`src/pkg/rtc_pkg.sv`:
```
// Package for the calendar real-time clock core: map, fields, reset values, bus carriers
package rtc_pkg;
  // Clock rate and prescaler division down to the 64 Hz tick
  localparam int unsigned CLK_HZ    = 100_000_000;
  localparam int unsigned TICK_HZ   = 64;
  localparam int unsigned PRESC_DIV = CLK_HZ / TICK_HZ;

  // Register byte offsets; time and alarm fields are word arrays from a base
  localparam logic [7:0] OFF_CNT64  = 8'h00;
  localparam logic [7:0] OFF_TIME   = 8'h04;
  localparam logic [7:0] OFF_ALARM  = 8'h20;
  localparam logic [7:0] OFF_CTRL1  = 8'h38;
  localparam logic [7:0] OFF_CTRL2  = 8'h3C;

  // Field counts: time is sec, min, hour, weekday, date, month, year
  localparam int NUM_TIME  = 7;
  localparam int NUM_ALARM = 6;
  localparam int IDX_SEC   = 0;
  localparam int IDX_MIN   = 1;
  localparam int IDX_HOUR  = 2;
  localparam int IDX_WDAY  = 3;
  localparam int IDX_DATE  = 4;
  localparam int IDX_MON   = 5;
  localparam int IDX_YEAR  = 6;

  // Limits and first values of each field (date limit is replaced per month)
  localparam logic [7:0] TIME_MAX   [NUM_TIME] = '{8'h3B, 8'h3B, 8'h17, 8'h06, 8'h1F, 8'h0C, 8'h63};
  localparam logic [7:0] TIME_FIRST [NUM_TIME] = '{8'h00, 8'h00, 8'h00, 8'h00, 8'h01, 8'h01, 8'h00};
  localparam logic [5:0] CNT64_MAX  = 6'h3F;

  // Control register one bits
  localparam int CTL1_ALARM_FLAG = 0;
  localparam int CTL1_ALARM_IE   = 3;
  // Control register two bits
  localparam int CTL2_RUN        = 0;
  localparam int CTL2_DIV_RESET  = 1;
  localparam int CTL2_OSC_EN     = 3;
  localparam int CTL2_PER_SEL_LO = 4;
  localparam int CTL2_PER_FLAG   = 7;
  localparam int ALARM_EN_BIT    = 7;

  // Reset values of control bits
  localparam logic       RST_RUN     = 1'b1;
  localparam logic       RST_OSC_EN  = 1'b1;
  localparam logic [2:0] RST_PER_SEL = 3'h0;

  // Periodic select: mask of 64 Hz count bits that must roll to zero (1/64 s .. 1 s)
  localparam logic [5:0] PER_MASK [8] = '{6'h00, 6'h00, 6'h01, 6'h03, 6'h07, 6'h0F, 6'h1F, 6'h3F};

  // APB request and response carriers
  typedef struct packed {
    logic        psel;
    logic        penable;
    logic        pwrite;
    logic [31:0] paddr;
    logic [31:0] pwdata;
  } rtc_apb_req_t;

  typedef struct packed {
    logic        pready;
    logic        pslverr;
    logic [31:0] prdata;
  } rtc_apb_rsp_t;
endpackage

```
`src/logic/rtc_core.sv`:
```
// Calendar real-time clock core with alarm, periodic event and APB register slave
//
// Functional notes
// - Writing one to divider reset clears prescaler and 64 Hz count; reads zero
// - Run bit, reset to one, advances second..year counters; zero freezes them
// - The 64 Hz counter ignores run; only oscillator enable stops it
// - Alarm compares any combination of second, minute, hour, weekday, date, month
// - Alarm register bit 7 enables the field; lower bits hold the value
// - Match of all enabled fields sets alarm flag, control one bit 0
// - Alarm interrupt enable, control one bit 3, raises alarm interrupt request
// - Time counters ignore writes while run bit is one
// - Each elapsed periodic interval, chosen by three-bit select, sets periodic flag
// - Periodic flag clears as the periodic interrupt pulse is generated
`timescale 1ns/1ps
module rtc_core #(
  parameter int unsigned PRESC_DIV_P = rtc_pkg::PRESC_DIV
) (
  // Clock and reset
  input  wire logic            clk,
  input  wire logic            rst_n,
  // APB slave
  input  wire rtc_pkg::rtc_apb_req_t apb_req,
  output rtc_pkg::rtc_apb_rsp_t      apb_rsp,
  // Event requests
  output logic                 alarm_irq,
  output logic                 periodic_irq
);
  import rtc_pkg::*;

  localparam int PW = $clog2(PRESC_DIV_P);

  // Days in the current month, leap year on year divisible by four
  function automatic logic [7:0] days_in(input logic [7:0] mon, input logic [7:0] yr);
    logic [7:0] d;
    d = 8'h1F;
    if (mon == 8'h02) begin
      d = (yr[1:0] == 2'h0) ? 8'h1D : 8'h1C;
    end else if (mon == 8'h04 || mon == 8'h06 || mon == 8'h09 || mon == 8'h0B) begin
      d = 8'h1E;
    end
    return d;
  endfunction

  // A field passes when its enable is clear or its value equals the time
  function automatic logic field_ok(input logic [7:0] alm, input logic [7:0] cur);
    return !alm[ALARM_EN_BIT] || (alm[6:0] == cur[6:0]);
  endfunction

  // State
  logic [PW-1:0] pre_ff;
  logic [5:0]    cnt64_ff;
  logic [7:0]    tm_ff     [NUM_TIME];
  logic [7:0]    nxt_tm    [NUM_TIME];
  logic [7:0]    alarm_ff  [NUM_ALARM];
  logic          run_ff;
  logic          osc_en_ff;
  logic [2:0]    per_sel_ff;
  logic          per_flag_ff;
  logic          alarm_flag_ff;
  logic          alarm_ie_ff;
  logic          tick_d_ff;
  rtc_apb_rsp_t  rsp_ff;
  logic          alarm_irq_ff;
  logic          per_irq_ff;

  // Decode and event terms
  logic          acc;
  logic          wr_en;
  logic [7:0]    addr;
  logic          addr_ok;
  logic          wr_ctl1;
  logic          wr_ctl2;
  logic          div_rst;
  logic          tick64;
  logic          sec_tick;
  logic          adv;
  logic [NUM_TIME-1:0]  tm_hit;
  logic [NUM_ALARM-1:0] al_hit;
  logic [NUM_ALARM-1:0] al_ok;
  logic [NUM_ALARM-1:0] al_en;
  logic          alarm_match;
  logic          per_fire;
  logic [5:0]    cnt64_inc;
  logic [31:0]   rd_data;
  logic          rd_hit;
  logic          c_min;
  logic          c_hr;
  logic          c_day;
  logic          c_mon;
  logic          c_yr;
  logic [7:0]    dim;

  // Bus qualifiers; a write lands on the edge that also samples pready high
  assign acc     = apb_req.psel && apb_req.penable;
  assign wr_en   = acc && apb_req.pwrite && rsp_ff.pready;
  assign addr    = apb_req.paddr[7:0];
  assign addr_ok = (apb_req.paddr[31:8] == 24'h0) && (addr[1:0] == 2'h0);
  assign wr_ctl1 = wr_en && addr_ok && (addr == OFF_CTRL1);
  assign wr_ctl2 = wr_en && addr_ok && (addr == OFF_CTRL2);
  assign div_rst = wr_ctl2 && apb_req.pwdata[CTL2_DIV_RESET];

  // Address hits for the field arrays
  genvar g;
  generate
    for (g = 0; g < NUM_TIME; g++) begin : g_thit
      assign tm_hit[g] = addr_ok && (addr == OFF_TIME + 8'(4 * g));
    end
    for (g = 0; g < NUM_ALARM; g++) begin : g_ahit
      assign al_hit[g] = addr_ok && (addr == OFF_ALARM + 8'(4 * g));
      assign al_ok[g]  = field_ok(alarm_ff[g], tm_ff[g]);
      assign al_en[g]  = alarm_ff[g][ALARM_EN_BIT];
    end
  endgenerate

  // Prescaler ticks at 64 Hz while the oscillator is enabled
  assign tick64    = osc_en_ff && (pre_ff == PW'(PRESC_DIV_P - 1));
  assign sec_tick  = tick64 && (cnt64_ff == CNT64_MAX);
  assign adv       = run_ff && sec_tick;
  assign cnt64_inc = cnt64_ff + 6'h01;

  // Prescaler and 64 Hz counter; the run bit has no say here
  always_ff @(posedge clk or negedge rst_n) begin
    if (!rst_n) begin
      pre_ff   <= '0;
      cnt64_ff <= '0;
    end else if (div_rst) begin
      pre_ff   <= '0;
      cnt64_ff <= '0;
    end else if (tick64) begin
      pre_ff   <= '0;
      cnt64_ff <= cnt64_inc;
    end else if (osc_en_ff) begin
      pre_ff   <= pre_ff + PW'(1);
    end
  end

  // Carry chain through the calendar
  always_comb begin
    dim   = days_in(tm_ff[IDX_MON], tm_ff[IDX_YEAR]);
    c_min = adv && (tm_ff[IDX_SEC] == TIME_MAX[IDX_SEC]);
    c_hr  = c_min && (tm_ff[IDX_MIN] == TIME_MAX[IDX_MIN]);
    c_day = c_hr && (tm_ff[IDX_HOUR] == TIME_MAX[IDX_HOUR]);
    c_mon = c_day && (tm_ff[IDX_DATE] == dim);
    c_yr  = c_mon && (tm_ff[IDX_MON] == TIME_MAX[IDX_MON]);
    for (int i = 0; i < NUM_TIME; i++) begin
      nxt_tm[i] = tm_ff[i];
    end
    nxt_tm[IDX_SEC]  = !adv ? tm_ff[IDX_SEC] : c_min ? TIME_FIRST[IDX_SEC]
                                                     : tm_ff[IDX_SEC] + 8'h01;
    nxt_tm[IDX_MIN]  = !c_min ? tm_ff[IDX_MIN] : c_hr ? TIME_FIRST[IDX_MIN]
                                                       : tm_ff[IDX_MIN] + 8'h01;
    nxt_tm[IDX_HOUR] = !c_hr ? tm_ff[IDX_HOUR] : c_day ? TIME_FIRST[IDX_HOUR]
                                                        : tm_ff[IDX_HOUR] + 8'h01;
    if (c_day) begin
      nxt_tm[IDX_WDAY] = (tm_ff[IDX_WDAY] >= TIME_MAX[IDX_WDAY]) ? TIME_FIRST[IDX_WDAY]
                                                                 : tm_ff[IDX_WDAY] + 8'h01;
      nxt_tm[IDX_DATE] = c_mon ? TIME_FIRST[IDX_DATE] : tm_ff[IDX_DATE] + 8'h01;
    end
    if (c_mon) begin
      nxt_tm[IDX_MON]  = c_yr ? TIME_FIRST[IDX_MON] : tm_ff[IDX_MON] + 8'h01;
    end
    if (c_yr) begin
      nxt_tm[IDX_YEAR] = (tm_ff[IDX_YEAR] >= TIME_MAX[IDX_YEAR]) ? TIME_FIRST[IDX_YEAR]
                                                                 : tm_ff[IDX_YEAR] + 8'h01;
    end
  end

  // Time and alarm registers; writing the time only works while halted
  generate
    for (g = 0; g < NUM_TIME; g++) begin : g_time
      always_ff @(posedge clk or negedge rst_n) begin
        if (!rst_n) begin
          tm_ff[g] <= TIME_FIRST[g];
        end else if (wr_en && tm_hit[g] && !run_ff) begin
          tm_ff[g] <= apb_req.pwdata[7:0];
        end else begin
          tm_ff[g] <= nxt_tm[g];
        end
      end
    end
    for (g = 0; g < NUM_ALARM; g++) begin : g_alarm
      always_ff @(posedge clk or negedge rst_n) begin
        if (!rst_n) begin
          alarm_ff[g] <= 8'h00;
        end else if (wr_en && al_hit[g]) begin
          alarm_ff[g] <= apb_req.pwdata[7:0];
        end
      end
    end
  endgenerate

  // Compare one cycle after the advance, when the new time has settled
  assign alarm_match = (&al_ok) && (|al_en);

  // Alarm flag: a new match beats a software clear in the same cycle
  always_ff @(posedge clk or negedge rst_n) begin
    if (!rst_n) begin
      tick_d_ff     <= 1'b0;
      alarm_flag_ff <= 1'b0;
      alarm_ie_ff   <= 1'b0;
      alarm_irq_ff  <= 1'b0;
    end else begin
      tick_d_ff <= adv;
      if (tick_d_ff && alarm_match) begin
        alarm_flag_ff <= 1'b1;
      end else if (wr_ctl1 && !apb_req.pwdata[CTL1_ALARM_FLAG]) begin
        alarm_flag_ff <= 1'b0;
      end
      if (wr_ctl1) begin
        alarm_ie_ff <= apb_req.pwdata[CTL1_ALARM_IE];
      end
      alarm_irq_ff <= alarm_flag_ff && alarm_ie_ff;
    end
  end

  // Periodic event on roll-over of the selected low bits of the 64 Hz count
  assign per_fire = tick64 && !div_rst && (per_sel_ff != 3'h0)
                    && ((cnt64_inc & PER_MASK[per_sel_ff]) == 6'h00);

  // Control two and periodic flag; the flag lives one cycle, then becomes the pulse
  always_ff @(posedge clk or negedge rst_n) begin
    if (!rst_n) begin
      run_ff      <= RST_RUN;
      osc_en_ff   <= RST_OSC_EN;
      per_sel_ff  <= RST_PER_SEL;
      per_flag_ff <= 1'b0;
      per_irq_ff  <= 1'b0;
    end else begin
      if (wr_ctl2) begin
        run_ff     <= apb_req.pwdata[CTL2_RUN];
        osc_en_ff  <= apb_req.pwdata[CTL2_OSC_EN];
        per_sel_ff <= apb_req.pwdata[CTL2_PER_SEL_LO +: 3];
      end
      if (per_fire) begin
        per_flag_ff <= 1'b1;
      end else if (per_flag_ff) begin // Select may just have gone to zero; never stick
        per_flag_ff <= 1'b0;
      end
      per_irq_ff <= per_flag_ff;
    end
  end

  // Read mux; divider reset bit always reads zero
  always_comb begin
    rd_data = 32'h0000_0000;
    rd_hit  = addr_ok && (addr == OFF_CNT64 || addr == OFF_CTRL1 || addr == OFF_CTRL2);
    if (addr == OFF_CNT64) begin
      rd_data[5:0] = cnt64_ff;
    end
    for (int i = 0; i < NUM_TIME; i++) begin
      if (tm_hit[i]) begin
        rd_data[7:0] = tm_ff[i];
        rd_hit       = 1'b1;
      end
    end
    for (int i = 0; i < NUM_ALARM; i++) begin
      if (al_hit[i]) begin
        rd_data[7:0] = alarm_ff[i];
        rd_hit       = 1'b1;
      end
    end
    if (addr == OFF_CTRL1) begin
      rd_data[CTL1_ALARM_FLAG] = alarm_flag_ff;
      rd_data[CTL1_ALARM_IE]   = alarm_ie_ff;
    end
    if (addr == OFF_CTRL2) begin
      rd_data[CTL2_RUN]             = run_ff;
      rd_data[CTL2_DIV_RESET]       = 1'b0;
      rd_data[CTL2_OSC_EN]          = osc_en_ff;
      rd_data[CTL2_PER_SEL_LO +: 3] = per_sel_ff;
      rd_data[CTL2_PER_FLAG]        = per_flag_ff;
    end
    if (!addr_ok) begin
      rd_data = 32'h0000_0000;
    end
  end

  // APB answer: one wait state so data and ready come from flops
  always_ff @(posedge clk or negedge rst_n) begin
    if (!rst_n) begin
      rsp_ff <= '0;
    end else begin
      rsp_ff.pready <= acc && !rsp_ff.pready;
      if (acc && !rsp_ff.pready) begin
        rsp_ff.prdata  <= apb_req.pwrite ? 32'h0000_0000 : rd_data;
        rsp_ff.pslverr <= !rd_hit;
      end else begin
        rsp_ff.pslverr <= 1'b0;
      end
    end
  end

  assign apb_rsp      = rsp_ff;
  assign alarm_irq    = alarm_irq_ff;
  assign periodic_irq = per_irq_ff;
endmodule

```
`config.mk`:
```
export PLATFORM = sky130hd
export DESIGN_NAME = rtc_core
export DESIGN_NICKNAME = d
export VERILOG_FILES = /design/src/pkg/rtc_pkg.sv /design/src/logic/rtc_core.sv
export SDC_FILE = /design/constraint.sdc
export NUM_CORES = 1
export LEC_CHECK = 0
export BUFFER_PORTS_ARGS = -buffer_cell sky130_fd_sc_hd__clkbuf_2
export CAP_MARGIN = 25
export CELL_PAD_IN_SITES_DETAIL_PLACEMENT = 0
export CELL_PAD_IN_SITES_GLOBAL_PLACEMENT = 1
export CORE_MARGIN = 2
export CORE_UTILIZATION = 39
export CTS_CLUSTER_DIAMETER = 120
export DETAILED_ROUTE_END_ITERATION = 16
export PLACE_DENSITY_LB_ADDON = 0.1
export SYNTH_ARGS = -nofsm -noshare
export SYNTH_HDL_FRONTEND = slang
export SYNTH_SLANG_ARGS = --single-unit
```
`constraint.sdc`:
```
create_clock -name clk -period 8.8 [get_ports clk]
set_input_delay 1.76 -clock clk [delete_from_list [all_inputs] [get_ports clk]]
set_output_delay 1.76 -clock clk [all_outputs]
set_load 0.02 [all_outputs]
```
== Yosys cells after proc, flatten, opt, wreduce, memory -nomap -nowiden ==
Memory sizes are Yosys's and may differ from the RTL's.
Index checks and enable logic that the tools add are counted.

* Word-level logic and storage cells: 240
* Bits in read-only memories: 48
* Output and inout port bits: 36
* Memories: 1
* Register bits after elaboration: 176

{| class="wikitable"
|+ Memories
! memory !! words !! width !! rd ports !! clocked after Yosys merged registers in !! write ports !! line !! text
|-
| (no name shown) || 8 || 6 || 1 || 0 || 0 || rtc_core.sv:218 || <nowiki>&& ((cnt64_inc & PER_MASK[per_sel_ff]) == 6'h00);</nowiki>
|}

* Add/subtract/negate cells: 9
* Equal/unequal tests: 33
* Order comparisons: 3
* Multiplexer cells: 67
* Reductions and logical operators: 98
* Bitwise operators: 2

{| class="wikitable"
|+ Operators by type and width
! kind !! count
|-
| $mux W8 || 33
|-
| $eq A8 B6 Y1 const B || 10
|-
| $mux W21 || 3
|-
| $logic_and A1 B1 Y1 || 58
|-
| $add A8 B1 Y8 const B || 7
|-
| $eq A7 B7 Y1 || 6
|-
| $eq A8 B4 Y1 const B || 5
|-
| $eq A8 B5 Y1 const B || 5
|-
| $mux W32 || 1
|-
| $mux W6 || 5
|-
| $eq A8 B3 Y1 const B || 3
|-
| $logic_not A24 Y1 || 1
|-
| $add A21 B1 Y21 const B || 1
|-
| $eq A21 B21 Y1 const B || 1
|-
| $mux W1 || 21
|-
| $reduce_bool A2 Y1 || 9
|-
| $mux W16 || 1
|-
| $logic_not A1 Y1 || 11
|-
| $logic_or A1 B1 Y1 || 11
|-
| $eq A8 B2 Y1 const B || 1
|-
| $eq A8 B8 Y1 || 1
|-
| $ge A8 B3 Y1 const B || 1
|-
| $ge A8 B7 Y1 const B || 1
|-
| $logic_not A8 Y1 || 1
|-
| other kinds (12) || 15
|}

== Logic depth before layout (Yosys ltp) ==
Gate-level depths: netlist of the first run.

* Depth after elaboration: 20
* Mapped depth: 10
* Mapped depth without buffers: 9

== Least setup slack after synthesis of the first run ==
Ideal clock, no wire load.

* Path type: input to register
* From: input port apb_req[52] (netlist bit)
* To: register per_sel_ff[0]
* Arrival: 3771 ps
* Slack: 4904 ps
* Buffers on the path: 2
* Library setup time: 125 ps
* Stages on the path: 7
* Cells stage by stage: nor4_1 -> and3_1 -> clkbuf_1 -> nand2_1 -> clkbuf_1 -> nor3_1 -> mux2_2

* Longest elaborated chain between the ends: 4

{| class="wikitable"
|+ Ends and longest elaborated chain
! what !! line !! text
|-
| start: declaration || rtc_core.sv:22 || <nowiki>input wire rtc_pkg::rtc_apb_req_t apb_req,</nowiki>
|-
| $logic_not A24 Y1 || rtc_core.sv:97 || <nowiki>assign addr_ok = (apb_req.paddr[31:8] == 24'h0) && (addr[1:0] == 2'h0);</nowiki>
|-
| $logic_and A1 B1 Y1 || rtc_core.sv:97 ||
|-
| $logic_and A1 B1 Y1 (2 in a row) || rtc_core.sv:99 || <nowiki>assign wr_ctl2 = wr_en && addr_ok && (addr == OFF_CTRL2);</nowiki>
|-
| end signal: assignment || rtc_core.sv:232 || <nowiki>per_sel_ff <= apb_req.pwdata[CTL2_PER_SEL_LO +: 3];</nowiki>
|-
| end: declaration || rtc_core.sv:57 || <nowiki>logic [2:0] per_sel_ff;</nowiki>
|}

No other way between the ends.
A chain may end at the register's enable or synchronous reset.

== Worst setup path after layout of the first run ==
* From: input port apb_req[34] (netlist bit)
* To: register tm_ff[50] (netlist bit)

* Longest elaborated chain between the ends: 5
* Elaborated cells between the ends (all ways): 6
* Those cells by class: 1 x eq/ne; 1 x mux; 4 x reduce/logical

{| class="wikitable"
|+ Ends and longest elaborated chain
! what !! line !! text
|-
| $eq A8 B3 Y1 (*) || rtc_core.sv:106 || <nowiki>assign tm_hit[g] = addr_ok && (addr == OFF_TIME + 8'(4 * g));</nowiki>
|-
| $logic_and A1 B1 Y1 (*) || rtc_core.sv:106 ||
|-
| $logic_and A1 B1 Y1 (*) (2 in a row) || rtc_core.sv:174 || <nowiki>end else if (wr_en && tm_hit[g] && !run_ff) begin</nowiki>
|-
| $mux W8 / $reduce_bool A2 Y1 (equally long branches) || -- ||
|-
| end signal: indexed assignment || rtc_core.sv:173 || <nowiki>tm_ff[g] <= TIME_FIRST[g];</nowiki>
|-
| end signal: indexed assignment || rtc_core.sv:175 || <nowiki>tm_ff[g] <= apb_req.pwdata[7:0];</nowiki>
|-
| end signal: indexed assignment || rtc_core.sv:177 || <nowiki>tm_ff[g] <= nxt_tm[g];</nowiki>
|-
| end: declaration || rtc_core.sv:52 || <nowiki>logic [7:0] tm_ff [NUM_TIME];</nowiki>
|}

Mark *: on every way between the ends. The rest lies on a longest branch, timed or not.

==> results of run 1 <==
## where the power goes
group | total, mW | internal [mW] | switching (mW)
combinational | 0.0934 | 0.0202 | 0.0732
sequential | 0.699 | 0.699 | 0.000290
clock | 0.764 | 0.424 | 0.340
## through the flow
step	std cells	power (mW)
6_report	1522	1.56
5_1_grt	1522	1.61
4_1_cts	1521	1.57
3_5_place_dp	1489	0.804
3_3_place_gp	1489	0.804
2_1_floorplan	1163	0.759
## placed cells by master, fill, tap and decap left out, types with 9 or more instances in the layout
cell type and n:
sky130_fd_sc_hd__conb_1 24, sky130_fd_sc_hd__mux2i_1 16, sky130_fd_sc_hd__xnor2_1 32, sky130_fd_sc_hd__a32oi_1 13, sky130_fd_sc_hd__nand3_1 57, sky130_fd_sc_hd__o31ai_1 11, sky130_fd_sc_hd__o21a_1 9, sky130_fd_sc_hd__buf_4 19
sky130_fd_sc_hd__nor2_1 96, sky130_fd_sc_hd__a21oi_1 64, sky130_fd_sc_hd__clkbuf_16 17, sky130_fd_sc_hd__inv_1 33, sky130_fd_sc_hd__nor4_1 24, sky130_fd_sc_hd__a22oi_1 14, sky130_fd_sc_hd__and3_1 22, sky130_fd_sc_hd__o22ai_1 10
sky130_fd_sc_hd__mux2_2 59, sky130_fd_sc_hd__nor3_1 30, sky130_fd_sc_hd__nand2b_1 9, sky130_fd_sc_hd__ha_1 14, sky130_fd_sc_hd__dfrtp_1 148, sky130_fd_sc_hd__nand4_1 24, sky130_fd_sc_hd__xor2_1 30, sky130_fd_sc_hd__nand2_1 105
sky130_fd_sc_hd__o21ai_0 76, sky130_fd_sc_hd__clkbuf_2 55
## cells in the mapped netlist (all sizes together), types with 16 or more instances
master    n
mux2i    16
nor3     33
o21ai    77
and3     28
nor4     30
nand2   107
buf      37
xnor2    32
a21oi    64
dfrtp   148
inv      33
clkbuf   42
mux2     59
nand4    24
nor2     96
nand3    57
xor2     30
## state kept, by name, indices dropped and copies added (netlist names), 3 cells and up
signal / flops
tm_ff: 56
alarm_ff: 42
pre_ff: 21
apb_rsp: 10
al_en: 6
cnt64_ff: 6
per_sel_ff: 3
## layer usage
layer | vias up | track usage, % | wire (microns)
met2 | 298 | 45.5 | 17700
met1 | 4611 | 38.4 | 16300
met3 | 65 | 3.97 | 1710
met4 | 0 | 11.5 | 1340
li1 | 4261 | - | -
met5 | - | 0 | 0
## how the worst max path moves through the flow
stage	to	cells past startpoint
2_1_floorplan	per_sel_ff[0]	7
4_1_cts	tm_ff[50]	8
3_5_place_dp	tm_ff[50]	8
5_1_grt	tm_ff[50]	8
6_report	tm_ff[50]	8
3_3_place_gp	tm_ff[50]	8
## critical path: cells and delay by family
| family | cells | cell delay, ns |
|---|---|---|
| AO/OA/AOI/OAI | 2 | 0.37 |
| buffers and inverters | 2 | 0.55 |
| AND/OR/NAND/NOR | 4 | 2.07 |
## cells by family after synthesis
logic type	count (synthesis)	synth area share, %
AND/OR/NAND/NOR	441	22.9
AO/OA/AOI/OAI	282	18.4
flip-flops	152	37.9
buffers and inverters	113	5.32
multiplexers	75	8.21
XOR/XNOR	62	5.41
adder cells (fa/ha/maj)	14	1.74
other	1	0.0373
## area by class of cell
| class | instances | area (sq um) |
|---|---|---|
| clock buffer | 17 | 425 |
| multi-input combinational | 898 | 5800 |
| sequential | 152 | 3810 |
| tap | 330 | 413 |
| clock inverter | 15 | 165 |
| fill | 2558 | 14100 |
| timing repair buffer | 76 | 457 |
| inverter | 34 | 128 |
==> out/qor.tcl, run 1 <==
set qor(clock_tree_from_tritoncts) {done}
set qor(relSlewSlack_pct) 32.8
set qor(fmaxAchievable_ghz) 0.222
set qor(worst_hold_path_type) {flop to flop}
set qor(cts.clk_slew.worst_paths_ns) 0.07
set qor(routabilityCongestion) 0.979
set qor(list_of_cells_traversed_by_the_critical_path) {clkbuf_2 > buf_4 > or4b_2 > or4_1 > nor3_2 > nor2_1 > o21ai_0 > o311ai_0}
set qor(grt_start_max_net_pins) 79
set qor(post-place-ws_ns) 3.83
set qor(final_layout_size_suffix_gt1_share_pct) 17.1
set qor(clock_latency_ns) 0.44
set qor(cp.arrival_ns) 4.79
set qor(area_enclosed_by_the_die_boundary_sq_um) 27000
set qor(boundaryPins) 105
set qor(ant_nets) 0
set qor(leakage_nw) 4.79
set qor(placedInstanceArea_sq_um) 10600
set qor(number_of_cell_rows) 58
set qor(min_to) {periodic_irq}
set qor(reg2reg_slack_ns) 5.25
set qor(vdd.ir_drop.worst_v) 0.0000996
set qor(yosys.cell_types.count) 80
set qor(nNetsFinal) 1262
set qor(worst-slew-pin-transition_ns) 1.00
set qor(postLayoutSetupSlackWorst_ns) 4.30
set qor(r2r.worst_path.cells) 7
set qor(synthesis.area_sq_um) 10000
set qor(synth_top_area_cell) {sky130_fd_sc_hd__dfrtp_1}
set qor(worst_hold_slack_ns) 0.490
set qor(crit_path_top_delay_cell) {sky130_fd_sc_hd__or4b_2}
set qor(synthesis.yosys.warnings) 0
set qor(total_count_of_hold_check_failures_in_the_final_report) 0
set qor(route.detailed.wl_per_inst_microns) 24.4
set qor(layout_worst_path_cycle_share_pct) 51.1
set qor(min-delay-start) {per_flag_ff}
set qor(p_per_area_nw_per_um2) 139
set qor(maxCapViolCount) 0
set qor(synth_sequential_area_ratio_pct) 37.9
set qor(grt_pass1_vias) 9022
set qor(synth-seq-cells) 152
set qor(crit_type) {input pin to flop}
set qor(post_drt_via_cell_ratio) 6.07
set qor(route.detailed.drc) 0
set qor(critical_path.max_stage_delay_ns) 0.74
set qor(drtPass1Iterations) 5
set qor(end_kind) {flop}
set qor(worst_setup_path_start_kind) {input pin}
set qor(floorplan.initialDensity_pct) 39.8
set qor(top_reg_cell_synth) {sky130_fd_sc_hd__dfrtp_1}
set qor(critical_path.max_fanout) 52
set qor(fin_setup_tns_ns) 0
set qor(synthCells) 1140
set qor(cp-startpoint) {apb_req[34]}
set qor(clock_path_buffers) 2
set qor(post_synth.cell_area_avg_sq_um) 8.81
set qor(grt-ovfl-total) 0
set qor(rsz0062_at_grt) {no}
set qor(initialDrtViolationCount) 889
set qor(detailroute.via_count) 9235
set qor(number_of_h_tree_levels) 4
set qor(final.setup_skew_ns) 0.0139
set qor(synth_top_area_share_pct) 36.9
set qor(tritoncts_num_sinks) 152
set qor(outcome) {finished, final reports clean}
set qor(r2r_end) {tm_ff[1]}
set qor(async_flop_share_pct) 100
set qor(postLayoutCoreUtil_pct) 44.4
set qor(r2r-start) {tm_ff[37]}
set qor(cts-root-buf) {sky130_fd_sc_hd__clkbuf_16}
set qor(post_cts.resized_instances) 0
set qor(critPathRequiredTime_ns) 9.09
set qor(hold_depth) 0
set qor(synth-edff-count) 0
set qor(synthTopCellsByArea) {sky130_fd_sc_hd__dfrtp_1 (37%), sky130_fd_sc_hd__mux2_2 (6.6%), sky130_fd_sc_hd__nand2_1 (3.9%)}
set qor(cts_inserted_buffers) 17
set qor(report.final.setup_viol) 0
set qor(route.final.wire_length_microns) 37100
set qor(finalCriticalPeriod_ns) 4.50
set qor(final_max_slew_viol_count) 0
set qor(floorplan.core_area_sq_um) 25300
set qor(floorplan.die.height_microns) 164
set qor(wire_length_of_the_first_global_routing_pass_microns) 56900
set qor(io_buffers) 56
set qor(postCtsHoldBufs) 0
set qor(grt_util_all_layers_pct) 28.3
set qor(dp_hpwl_microns) 26200
set qor(layout_cell_area_excl_fill_sq_um) 11200
set qor(grt_antenna_before_repair) 0
set qor(area_delta_synth_final_pct) 11.5
set qor(post_cts_setup_buffer_count) 0
set qor(die_x_microns) 164
set qor(insertedDiodeCount) 0
No activity file was read; power rests on OpenSTA's default activity.
==> run 2, diff against run 1 <==
Clock period 8.8 ns to 4.28 ns, I/O delays scaled along.
==> out/qor.tcl, run 2 (synthesis results as in run 1) <==
set qor(outcome) {finished, final reports clean}
set qor(critical_path.max_stage_delay_ns) 0.67
set qor(initialDrtViolationCount) 973
set qor(die_x_microns) 164
set qor(post_cts_setup_buffer_count) 0
set qor(layout_worst_path_cycle_share_pct) 78.2
set qor(filler_instances) 2572
set qor(grt_start_max_net_pins) 83
set qor(largest_register_ffs) 56
set qor(route.final.wire_length_microns) 37200
set qor(vdd.ir_drop.worst_v) 0.000196
set qor(layout_cell_area_excl_fill_sq_um) 11300
set qor(boundaryPins) 105
set qor(insertedDiodeCount) 0
set qor(dp_hpwl_microns) 26900
set qor(tritoncts_num_sinks) 152
set qor(clock_tree_from_tritoncts) {done}
set qor(placedInstanceArea_sq_um) 10700
set qor(crit_path_top_delay_cell) {sky130_fd_sc_hd__nor4_1}
set qor(floorplan.core_area_sq_um) 25300
set qor(final_max_slew_viol_count) 0
set qor(total_count_of_hold_check_failures_in_the_final_report) 0
set qor(post_cts.resized_instances) 0
set qor(finalCriticalPeriod_ns) 3.35
set qor(end_kind) {flop}
set qor(ant_nets) 0
set qor(drtPass1Iterations) 7
set qor(top_register_by_number_of_flip_flops) {tm_ff}
set qor(leakage_nw) 4.87
set qor(clock_latency_ns) 0.43
set qor(fmaxAchievable_ghz) 0.299
set qor(cts-root-buf) {sky130_fd_sc_hd__clkbuf_16}
set qor(final.setup_skew_ns) 0.0163
set qor(critPathRequiredTime_ns) 4.65
set qor(critical_path.max_fanout) 11
set qor(grt_antenna_before_repair) 0
set qor(area_delta_synth_final_pct) 12.8
set qor(layout_top_registers) {tm_ff x56, alarm_ff x42, pre_ff x21}
set qor(clock_path_buffers) 2
set qor(relSlewSlack_pct) 44.9
set qor(worst_setup_path_start_kind) {flop}
set qor(maxCapViolCount) 0
set qor(worst-slew-pin-transition_ns) 0.819
set qor(route.detailed.drc) 0
set qor(fin_setup_tns_ns) 0
set qor(r2r.worst_path.cells) 7
set qor(io_buffers) 56
set qor(postCtsHoldBufs) 0
set qor(detailroute.via_count) 9328
set qor(route.detailed.wl_per_inst_microns) 24.2
set qor(cts_inserted_buffers) 17
set qor(report.final.setup_viol) 0
set qor(number_of_h_tree_levels) 4
set qor(grt_util_all_layers_pct) 28.2
set qor(floorplan.initialDensity_pct) 39.8
set qor(final_common_cell) {sky130_fd_sc_hd__dfrtp_1}
set qor(grt-ovfl-total) 0
set qor(floorplan.die.height_microns) 164
set qor(number_of_cell_rows) 58
set qor(list_of_cells_traversed_by_the_critical_path) {or4_1 > nor4_2 > nand3_1 > or2_2 > nor4_1 > a22o_1 > a21o_1}
set qor(area_enclosed_by_the_die_boundary_sq_um) 27000
set qor(final_layout_size_suffix_gt1_share_pct) 18.2
set qor(grt_pass1_vias) 8986
set qor(wire_length_of_the_first_global_routing_pass_microns) 56600
set qor(cts.clk_slew.worst_paths_ns) 0.08
set qor(layout_common_cells) {sky130_fd_sc_hd__dfrtp_1 (148), sky130_fd_sc_hd__nand2_1 (105), sky130_fd_sc_hd__nor2_1 (96)}
set qor(crit_type) {flop to flop}
set qor(cp.arrival_ns) 3.72
set qor(worst_hold_path_type) {input pin to asynchronous set/reset pin}
set qor(post_drt_via_cell_ratio) 6.07
set qor(p_per_area_nw_per_um2) 284
set qor(rsz0062_at_grt) {no}
set qor(routabilityCongestion) 0.955
set qor(nNetsFinal) 1278
-- run 2: cell types whose count changed in the layout (fill, tap and decap cells not counted), sizes merged --
| cell | previous run | this run |
|---|---|---|
| buf | 21 | 37 |
| clkinv | 5 | 3 |
| inv | 39 | 41 |
-- run 2: per-layer routing --
metal	wire length [microns]	track usage (%)
met5	0	0
met4	1450	11.6
met3	1720	4.32
met2	17800	46.1
met1	16200	37.3
-- run 2: area by class of cell --
class | count | area [sq um] | area share [%]
Tap cell | 330 | 413 | 3.64
Timing Repair Buffer | 92 | 569 | 5.02
Sequential cell | 152 | 3810 | 33.6
Inverter | 34 | 128 | 1.13
Clock inverter | 15 | 183 | 1.61
Clock buffer | 17 | 425 | 3.75
Multi-Input combinational cell | 898 | 5800 | 51.2
-- run 2: worst max-delay path, delay by kind of cell, from the launching register on --
| family | cells | cell delay [ns] |
|---|---|---|
| AOI/OAI and AO/OA | 2 | 0.32 |
| DFF | 1 | 0.44 |
| and+or+nand+nor | 5 | 2.52 |
-- run 2: stage by stage --
stage          power [mW]  hold slack, ns  std cells  util (%)  setup slack, ns
6_report             3.22           0.479       1538      44.9            0.932
5_1_grt              3.33           0.481       1538      44.9            0.665
4_1_cts              3.25           0.467       1538      44.9            0.913
3_5_place_dp         1.66           0.447       1506      42.5            0.771
3_3_place_gp         1.66           0.447       1506      42.5            0.787
2_1_floorplan        1.56           0.375       1163         -             1.29
-- run 2: power breakdown --
part | total (mW) | switching, mW | internal, mW
combinational | 0.192 | 0.149 | 0.0425
clock | 1.59 | 0.709 | 0.885
sequential | 1.44 | 0.000582 | 1.44
total | 3.22 | 0.859 | 2.36
-- run 2: path summary, 6_finish.rpt --
path	from	endpoint	slack, ns
max	pre_ff[4]	tm_ff[0]	0.93
min in group clk	per_flag_ff	periodic_irq	0.48
max reg2reg	pre_ff[4]	tm_ff[0]	0.93
min reg2reg	per_flag_ff	periodic_irq	0.48
min	rst_n	tm_ff[26]	0.48
max in group asynchronous	rst_n	cnt64_ff[1]	2.92
